### src/shared/gpt_pkg.sv
/*
  Package for the gated pulse width timer: widths, reset values and
  the control/status carriers shared by the timer and its gate stage.
  Assumes a single clock domain and a synchronous active-low reset.
*/
`default_nettype none
package gpt_pkg;
  // Counter geometry and reset values
  localparam int GPT_COUNT_W = 16;
  localparam logic [GPT_COUNT_W-1:0] GPT_COUNT_RST = 16'h0000;
  localparam logic GPT_GATE_IDLE = 1'b1;  // Gate high holds the count
  localparam int GPT_SYNC_STAGES = 2;  // Retiming flops ahead of the gate

  // Control carrier from software (no register bus: plain pins)
  typedef struct packed {
    logic invert;   // output_invert_bit
    logic sync;     // comparator_sync_bit
    logic enable;   // gated_timer on
    logic clear;    // one-cycle pulse: zero the count
    logic load;     // one-cycle pulse: load preset value
  } gpt_ctrl_t;

  // Status carrier to software
  typedef struct packed {
    logic gateLow;   // Timer gate input as seen by the counter
    logic counting;  // Count advanced this cycle
    logic done;      // Sticky: a measurement window has closed
  } gpt_stat_t;

  // Measurement phase
  typedef enum logic [1:0] {GPT_IDLE, GPT_MEASURE, GPT_DONE} gpt_state_t;
endpackage
`default_nettype wire

### src/hdl/gpt_gate_stage.sv
/*
  Gate conditioning: optional inversion of the comparator output and
  optional two-flop resynchronisation to ref_clk.
  Assumes the comparator output is asynchronous to ref_clk.
*/
`default_nettype none
module gpt_gate_stage
  import gpt_pkg::*;
(
  input wire logic ref_clk,
  input wire logic rstn,
  input wire logic compOut,
  input wire logic invert,
  input wire logic sync,
  output logic timerGate
);
  logic syncA;
  logic syncB;
  logic next_syncA;
  logic next_syncB;
  logic polarized;

  // Inversion ahead of the gate
  assign polarized = compOut ^ invert;

  // Synchroniser next values; first flop feeds only the second
  always_comb
  begin
    next_syncA = polarized;
    next_syncB = syncA;
  end

  always_ff @(posedge ref_clk)
  begin
    if (!rstn)
    begin
      syncA <= GPT_GATE_IDLE;
      syncB <= GPT_GATE_IDLE;
    end
    else
    begin
      syncA <= next_syncA;
      syncB <= next_syncB;
    end
  end

  // Bypass only safe when an external falling-edge flop retimes it
  assign timerGate = sync ? syncB : polarized;
endmodule
`default_nettype wire

### src/hdl/gpt_timer.sv
/*
  Gated pulse width timer: counts ref_clk cycles while the conditioned
  comparator output (timer gate input) is low, holds otherwise.
  Assumes control pins are synchronous to ref_clk and that, with the
  sync bit clear, the comparator is retimed externally.
  Clear wins over load, and both win over counting; a pulse that ends
  in the same cycle as a clear or load still raises done, so software
  never misses the end of a window it was racing.
  After done rises the count stays frozen while the gate is high; a
  second low phase before software clears adds onto the old result.
  The counter wraps at the top of its range with no overflow flag, so
  pulses longer than the range alias.
*/
// Function
// - Timer increments each clock only while the timer gate input is low.
// - Gate high holds the count unchanged.
// - Count equals cycles from falling to following rising comparator edge.
// - Invert bit flips comparator output, measuring rising-to-falling interval.
// - Sync bit retimes comparator output to the timer clock before gating.
`default_nettype none
module gpt_timer
  import gpt_pkg::*;
#(
  parameter int COUNT_W = GPT_COUNT_W
)
(
  input wire logic ref_clk,
  input wire logic rstn,
  input wire logic compOut,
  input wire gpt_ctrl_t ctrl,
  input wire logic [COUNT_W-1:0] preset,
  output logic [COUNT_W-1:0] count,
  output gpt_stat_t stat
);
  logic timerGate;
  logic [COUNT_W-1:0] next_count;
  gpt_stat_t next_stat;
  gpt_state_t state;
  gpt_state_t next_state;
  logic advance;
  logic windowEnd;

  // Wraps at the top of the range; no overflow flag is kept
  function automatic logic [COUNT_W-1:0] bump(input logic [COUNT_W-1:0] value);
    return value + COUNT_W'(1);
  endfunction

  gpt_gate_stage gpt_gate_stage_inst (
    .ref_clk(ref_clk),
    .rstn(rstn),
    .compOut(compOut),
    .invert(ctrl.invert),
    .sync(ctrl.sync),
    .timerGate(timerGate)
  );

  // Gate acts as count enable; low means count
  assign advance = ctrl.enable && !timerGate;

  // Pulse end as the phase logic sees it
  // Shared by the done flag and by clear/load so neither loses it
  assign windowEnd = (state == GPT_MEASURE) && !advance;

  // Counter and phase next values; clear/load beat counting
  always_comb
  begin
    next_count = count;
    next_state = state;
    next_stat = stat;
    next_stat.gateLow = !timerGate;
    next_stat.counting = 1'b0;
    if (ctrl.clear)
    begin
      // Set beats clear: a pulse ending now still reports done
      next_count = COUNT_W'(GPT_COUNT_RST);
      next_state = GPT_IDLE;
      next_stat.done = windowEnd;
    end
    else if (ctrl.load)
    begin
      next_count = preset;
      next_state = GPT_IDLE;
      next_stat.done = windowEnd;  // Same set-wins rule as clear
    end
    else
    begin
      if (advance)
      begin
        next_count = bump(count);
        next_stat.counting = 1'b1;
      end
      unique case (state)
        GPT_IDLE:
        begin
          if (advance)
          begin
            next_state = GPT_MEASURE;
          end
        end
        GPT_MEASURE:
        begin
          // Gate rose: pulse ended, count holds while the gate stays high
          if (!advance)
          begin
            next_state = GPT_DONE;
            next_stat.done = 1'b1;
          end
        end
        GPT_DONE:
        begin
          next_stat.done = 1'b1;
        end
      endcase
    end
  end

  // Done phase keeps counting if gate goes low again; software must clear
  always_ff @(posedge ref_clk)
  begin
    if (!rstn)
    begin
      count <= COUNT_W'(GPT_COUNT_RST);
      state <= GPT_IDLE;
      stat <= '0;
    end
    else
    begin
      count <= next_count;
      state <= next_state;
      stat <= next_stat;
    end
  end
endmodule
`default_nettype wire

### config.mk
export PLATFORM = sky130hd
export DESIGN_NAME = gpt_timer
export DESIGN_NICKNAME = d
export VERILOG_FILES = /design/src/shared/gpt_pkg.sv /design/src/hdl/gpt_gate_stage.sv /design/src/hdl/gpt_timer.sv
export SDC_FILE = /design/constraint.sdc
export NUM_CORES = 1
export LEC_CHECK = 0
export CORE_MARGIN = 2
export CORE_UTILIZATION = 30
export DETAILED_ROUTE_END_ITERATION = 10
export DONT_BUFFER_PORTS = 1
export GPL_TIMING_DRIVEN = 0
export MAX_ROUTING_LAYER = met4
export PLACE_DENSITY_LB_ADDON = 0.12
export SYNTH_ARGS = -nofsm -noshare
export SYNTH_HDL_FRONTEND = slang
export SYNTH_SLANG_ARGS = --single-unit
### constraint.sdc
create_clock -name ref_clk -period 1.98 [get_ports ref_clk]
set_clock_uncertainty 0.15 [all_clocks]
set_input_delay 0 -clock ref_clk [delete_from_list [all_inputs] [get_ports ref_clk]]
set_output_delay 0 -clock ref_clk [all_outputs]
set_load 0.02 [all_outputs]
-- Word level (Yosys, flattened, before mapping)
Cells that the tools add are included.
Widths: inputs -> output; s select.
- word-level logic and storage cells: 38
- output and inout bits: 19
- input bits: 24
- flip-flop bits (word level): 23
- reduce and logical (&&, ||, !) cells: 12
- mux-type cells: 11
- bitwise logic cells: 2
- eq/ne operators: 5
- add/sub/neg operators: 1
- operators by type and width (kind ; number):
    $mux 16 ; 2
    $add 16x1->16 const B ; 1
    $mux 1 ; 5
    $mux 2 ; 2
    $ne 2x2->1 const B ; 2
    $ne 4x4->1 const B ; 1
    $pmux 2 s2 ; 1
    $reduce_bool 2->1 ; 2
    $reduce_bool 4->1 ; 1
    $reduce_and 3->1 ; 1
    $reduce_or 3->1 ; 1
    $eq 2x1->1 const B ; 1
    $eq 2x2->1 const B ; 1
    $logic_and 1x1->1 ; 2
    $logic_not 1->1 ; 2
    $logic_not 2->1 ; 1
    $pmux 1 s2 ; 1
    $reduce_and 2->1 ; 1
    $reduce_or 2->1 ; 1
    $not 1->1 ; 1
    $xor 1x1->1 ; 1

-- Longest topological paths before layout
Gate-level depths: netlist of the first run.
- depth after elaboration: 8
- mapped depth: 6
- depth with buffers taken out: 5

-- Hierarchy
Synthesis of the first run repeated with hierarchy kept, for this count alone.
- cells, all modules: 143
- area total of the unflattened synthesis: 1241.2 um2
- modules (own cells, without submodules) (module ; sequential area each (um2) ; area each (um2) ; cells an instance ; instances):
    gpt_timer ; 420.4 ; 1168.6 ; 136 ; 1
    gpt_gate_stage ; 40.0 ; 72.6 ; 7 ; 1

-- Least setup slack after synthesis of the first run
OpenSTA, ideal clock, no wires.
- path type: reg2reg
- from: register count[0]
- to: register count[8]
- cell stages (with the launch flop): 5
- data arrival time: 1.487 ns
- required time: 1.756 ns
- setup time: 0.074 ns
- setup slack: 0.269 ns
- period minus slack after synthesis: 1.711 ns
- buffers on the path: 0
- cells stage by stage: dfxtp_1 -> ha_1 -> nand2_1 -> or4_1 -> a31oi_1
- word-level cells in the longest chain between the ends: 3
- ends and longest elaborated chain (item ; line ; source):
    start: declaration ; gpt_timer.sv:32 ; output logic [COUNT_W-1:0] count,
    start signal: assignment ; gpt_timer.sv:122 ; count <= COUNT_W'(GPT_COUNT_RST);
    start signal: assignment ; gpt_timer.sv:128 ; count <= next_count;
    $add 16x1->16 ; gpt_timer.sv:45 ; return value + COUNT_W'(1);
    $mux 16 ; gpt_timer.sv:87 ; if (advance)
    $mux 16 ; gpt_timer.sv:79 ; else if (ctrl.load)
Every way passes these cells. The select of a mux whose other input is x is not followed.
A chain may end at the register's enable or synchronous reset.

-- Worst setup path in the final report of the first run
- from: register count[8]
- to: register count[10]
The elaborated chain is that of the path after synthesis.

==> results of run 1 <==
## placed cells by master (no fill, tap or decap), drive strengths merged, types with 3 or more instances in the layout
| cell | Yosys | final |
|---|---|---|
| nor2b | 5 | 5 |
| nand4 | 5 | 5 |
| clkbuf | 4 | 8 |
| inv | 8 | 8 |
| o21ai | 16 | 16 |
| or4 | 3 | 3 |
| xnor2 | 4 | 4 |
| o31ai | 6 | 6 |
| a31oi | 9 | 9 |
| ha | 3 | 3 |
| nand3 | 7 | 7 |
| buf | 4 | 4 |
| a21oi | 5 | 5 |
| nor2 | 5 | 5 |
| a311oi | 4 | 4 |
| dlygate4sd3 | 0 | 22 |
| nor3 | 6 | 6 |
| and2 | 4 | 4 |
| and4 | 3 | 3 |
| dfxtp | 23 | 23 |
| nand2 | 12 | 12 |
| a21o | 3 | 3 |
| nor4 | 3 | 3 |
## where the power goes
group	leakage, nW	internal (W)	switching, W	total, W
Combinational	0.353	0.0000707	0.0000738	0.000145
Clock	0.0228	0.000144	0.000162	0.000306
Sequential	0.191	0.000483	0.0000418	0.000525
Total	0.566	0.000698	0.000277	0.000975
## worst max path at each step
stage                end  slack (ns)
6_report       count[10]        0.08
5_1_grt        count[10]       0.005
4_1_cts        count[12]        0.05
3_5_place_dp   count[12]        0.03
3_3_place_gp   count[12]        0.08
2_1_floorplan   count[8]        0.27
## through the flow
step | util [%] | setup slack [ns]
after floorplan | - | 0.269
after global placement | 33.2 | 0.0793
after detailed placement | 33.2 | 0.0338
after global routing | 40.1 | 0.00500
final | 40.1 | 0.0787
after CTS | 39.7 | 0.0489
## cell families after synthesis
group                      count (synthesis)  synth area share (%)
AOI/OAI and AO/OA                         49                  24.5
and+or+nand+nor                           62                  28.2
adders and majority gates                  3                  2.90
buffers and inverters                     16                  5.51
xor gates and xnor gates                   4                  3.29
DFF                                       23                  35.6
## state kept, by name, indices dropped and copies added, names as in the netlist
name                            cells
count                              16
gpt_gate_stage_inst.next_syncB      1
gpt_gate_stage_inst.syncB           1
stat                                3
state                               2
## routing by layer
layer	wire [um]	up-vias	GRT usage (%)
li1	-	646	-
met1	1870	608	22.9
met2	1720	34	25.4
met3	211	5	4.22
met4	52	0	5.34
met5	0	-	-
## repair_timing
item	in CTS	in global routing
hold buffers	22	0
endpoints found under the setup margin	0	7
endpoints found under the hold margin	23	0
gates resized for setup	0	10
## layout make-up
cell class	instances	area share, %
multi-input combinational	118	47.0
sequential	23	28.5
timing repair buffer	22	13.4
tap	50	3.82
clock buffer	4	2.75
buffer	8	2.60
inverter	8	1.83
## tightest hold or removal path: cells and delay by family
family,cells,cell delay [ns]
AOI/OAI and AO/OA,2,0.30
and+or+nand+nor,2,0.19
==> impl_metrics.ini, run 1 <==
[run_status]
status = complete, no violations

[layout]
area.growth.synth_to_final_pct = 26.7
fillers = 450
instances_no_fill = 233
fin_nets = 211
multi_input_area_sq_um = 771
seq_area_sq_um = 468
fin_area_sq_mm = 0.00164
diodes = 0
layout-drive-gt1-share_pct = 10.9

[synth]
synth_ff_type = dfxtp_1
ys_seq_elements = 23
synth_top_cell_by_area = dfxtp_1
netlist_instances = 157
synth_most_common_cell = dfxtp_1
avgSynthCellArea_sq_um = 8.24
synth-async-reset-ratio_pct = 0
synth_top_cell_area_share_pct = 35.6
synth_common_cells = 23 x dfxtp_1, 16 x o21ai_0, 12 x nand2_1
ys_seq_area_share_pct = 35.6
synth_area_sq_mm = 0.00129
synth_cell_types = 39
synth_edf_count = 0
ys.warnings.count = 0
synth_top_cells_by_area = dfxtp_1 36%, o21ai_0 6.2%, a31oi_1 4.4%, nand2_1 3.5%, o31ai_1 3.5%
synthesis.nets = 184

[detailed_routing]
drtIter0Drc = 55
ant_nets = 0
viasPerCell = 5.55
wl_mm = 3.86
drc_errors = 0
wl_per_cell_um = 16.6
drtPass1Iterations = 4
vias = 1293

[worst_setup_path]
reg2reg_slack_ns = 0.08
worst-endpoint-arrival_ns = 1.95
crit_path_max_fanout = 7
path_cells = nand3_1 -> nor2_4 -> or4b_1 -> a31oi_1
cp-startpoint = count[8]
ff2ff_path_depth = 4
reg2reg_from = count[8]
cp.depth = 4
critPathBufInv = 0
startpoint_type = register
cpPeakStageDelay_ns = 0.52
critPathRequiredTime_ns = 2.03
slowest_stage = dfxtp_1
r2r_end = count[10]
path_class = register to register
crit_family = simple AND/OR/NAND/NOR gates
endpoint_kind = register

[sta]
whs_ns = 0.122
setup_tns_ns = 0
maxSlewHeadroom_pct = 69.3
final_hold_viol_count = 0
final-max-slew-violation-count = 0
max_slew.worst_pin.slew_ns = 0.460
fin_crit_sh_pct = 96.0
rsz0062_at_grt = false
setup_viol = 0
fmax_mhz = 526
finalCriticalPeriod_ns = 1.90

[worst_hold_path]
hold_path_end = count[6]
worstHoldStart = ctrl[3]
min_path_cells = 4
hp-class = input port to register

[floorplan]
die_h_um = 69.7
io-pin-count = 43
die_w_um = 69.7
coreArea_sq_mm = 0.00409
initial_core_util_pct = 31.7
core.rowCount = 23
die_area_sq_mm = 0.00485

[pwr]
p_leak_nw = 0.566
ir_worst_vdd_v = 0.000194
power_density_mw_per_mm2 = 595
power.total_w = 0.000975

[global_routing]
grt_use_total_pct = 17.1
antenna_found_initial = 0
grt_pass1_vias = 1300
gr-total-overflow = 0
grt_pass1_wl_mm = 6.48
grt_max_degree = 13

[place]
gp_congestion = 0.868
place_area_sq_mm = 0.00136
dp.cells = 207
numPortBuffers = 0
dp_hpwl_mm = 2.74

[clocking]
postCtsSetupRepairBufs = 0
cts.path.max_buffers = 2
cts_tree = yes
clk_latency_ns = 0.27
htree_levels = 1
cts_sinks = 23
cts-root-buf = clkbuf_8
numCtsBuffers = 3
clk_pin_slew_worst_paths_ns = 0.08

[job]
cap_violations = 0
Power figures use the tool's default switching activity.
==> run 2: changes to the inputs <==
Settings changed: ABC_AREA from default to 1.
==> impl_metrics.ini, run 2 <==
[floorplan]
die_w_um = 72.9
coreArea_sq_mm = 0.00466
core.rowCount = 25
io-pin-count = 43
die_h_um = 72.9
initial_core_util_pct = 30.6
die_area_sq_mm = 0.00531

[clocking]
cts-root-buf = clkbuf_8
numCtsBuffers = 3
clk_pin_slew_worst_paths_ns = 0.10
cts.path.max_buffers = 2
htree_levels = 1
postCtsSetupRepairBufs = 0
clk_latency_ns = 0.27
cts_tree = yes
cts_sinks = 23

[job]
cap_violations = 0

[sta]
rsz0062_at_grt = false
whs_ns = 0.0154
max_slew.worst_pin.slew_ns = 0.550
setup_viol = 0
finalCriticalPeriod_ns = 1.81
final_hold_viol_count = 0
fmax_mhz = 553
final-max-slew-violation-count = 0
fin_crit_sh_pct = 91.3
setup_tns_ns = 0
maxSlewHeadroom_pct = 63.4

[synth]
synth_ff_type = dfxtp_1
synth_top_cells_by_area = dfxtp_1 32%, nand2_1 22%, nor2_1 8.4%, nand3_1 7.7%, inv_1 6.1%
synth_top_cell_by_area = dfxtp_1
synth-async-reset-ratio_pct = 0
ys.warnings.count = 0
synth_top_cell_area_share_pct = 32.3
synth_edf_count = 0
synth_common_cells = 83 x nand2_1, 32 x nor2_1, 23 x dfxtp_1, 23 x inv_1, 22 x nand3_1
avgSynthCellArea_sq_um = 6.11
synth_area_sq_mm = 0.00142
ys_seq_area_share_pct = 32.3
synth_cell_types = 25
netlist_instances = 233
synth_most_common_cell = nand2_1
synthesis.nets = 260
ys_seq_elements = 23

[layout]
layout_commonest_cell = nand2_1
largest_reg_flops = 16
diodes = 0
layout-drive-gt1-share_pct = 6.95
fin_area_sq_mm = 0.00176
largest-register = count
layout_common_cells = 83 x nand2_1, 32 x nor2_1, 23 x inv_1
fin_nets = 287
area.growth.synth_to_final_pct = 23.7
top_regs = count (16), stat (3), state (2)

[worst_setup_path]
worst-endpoint-arrival_ns = 1.80
ff2ff_path_depth = 8
critPathRequiredTime_ns = 1.98
path_class = register to register
endpoint_kind = register
startpoint_type = register
crit_path_max_fanout = 7

[detailed_routing]
viasPerCell = 4.56
drtPass1Iterations = 4
ant_nets = 0
wl_mm = 3.81
drtIter0Drc = 117
wl_per_cell_um = 12.2
drc_errors = 0
vias = 1426

[pwr]
ir_worst_vdd_v = 0.000211
switching_share_pct = 29.2
p_comb_share_pct = 14.9
power_density_mw_per_mm2 = 551
seq_power_share_pct = 52.9
p_leak_nw = 0.745
switchingPower_w = 0.000284
pwr-share-clk_pct = 32.2
power.internal_w = 0.000687

[global_routing]
antenna_found_initial = 0
grt_pass1_vias = 1369
grt_use_total_pct = 16.0
grt_max_degree = 15
grt_pass1_wl_mm = 6.43
gr-total-overflow = 0

[place]
numPortBuffers = 0
dp_hpwl_mm = 2.82
place_area_sq_mm = 0.00149
gp_congestion = 0.750

[worst_hold_path]
min_path_cells = 5
hp-class = input port to register

[run_status]
status = complete, no violations
run 2: kinds of logic after synthesis:
logic type | share of synthesized area, %
compound gates | 6.33
flops | 32.3
simple gates | 48.2
buf+inv | 8.08
xor+xnor | 2.46
fa+ha+maj | 2.64
run 2: power by group through the flow:
stage | clock network, W | registers, W | logic, W
finish | 0.000313 | 0.000514 | 0.000145
global route | 0.000346 | 0.000517 | 0.000166
CTS | 0.000332 | 0.000514 | 0.000146
detailed placement | 0 | 0.000525 | 0.000107
global placement | 0 | 0.000525 | 0.000108
floorplan | 0 | 0.000519 | 0.0000838
run 2: timing repair:
item                                   in CTS  in global routing
hold buffers                               22                  0
endpoints found under the hold margin      23                  0
setup endpoints to repair                   0                  1
resized for setup                           0                  1
run 2: per-layer routing:
| layer | GRT usage [%] | up-vias | routed length, um | part of all wire [%] |
|---|---|---|---|---|
| met5 | - | - | 0 | 0 |
| met4 | 3.91 | 0 | 28 | 0.74 |
| met3 | 4.14 | 4 | 169 | 4.4 |
| met2 | 26.3 | 27 | 1790 | 47 |
| met1 | 19.6 | 607 | 1810 | 48 |
| li1 | - | 788 | - | - |
run 2: critical path: stages (launching register included):
cell     delay, ns
dfxtp_1       0.52
ha_1          0.25
nand2_1       0.15
nor2_4        0.23
nand4_1       0.11
nand2_1       0.09
nor2_1        0.04
nor2_1        0.09
nor2_1        0.04
run 2: per-stage QoR:
stage	setup slack, ns	std cells	util, %	power (W)
4_1_cts	0.138	313	37.8	0.000992
6_report	0.173	313	37.8	0.000971
3_3_place_gp	0.172	287	32.0	0.000633
3_5_place_dp	0.163	287	32.0	0.000632
2_1_floorplan	0.374	233	-	0.000603
5_1_grt	0.00614	313	37.8	0.00103
run 2: final timing paths:
path,from,endpoint,slack (ns)
setup / recovery,count[1],count[12],0.17
hold / removal,ctrl[0],count[3],0.02
setup reg to reg,count[1],count[12],0.17
hold reg to reg,gpt_gate_stage_inst.next_syncB,gpt_gate_stage_inst.syncB,0.27
run 2: area by class of cell:
| cell class | instances | area [sq um] |
|---|---|---|
| fill | 520 | 2900 |
| tap | 54 | 67.6 |
| inverter | 24 | 90.1 |
| multi-input combinational | 181 | 848 |
| clock inverter | 1 | 7.51 |
| sequential | 23 | 462 |
| clock buffer | 3 | 41.3 |
| timing repair buffer | 22 | 220 |
| buffer | 5 | 25.0 |
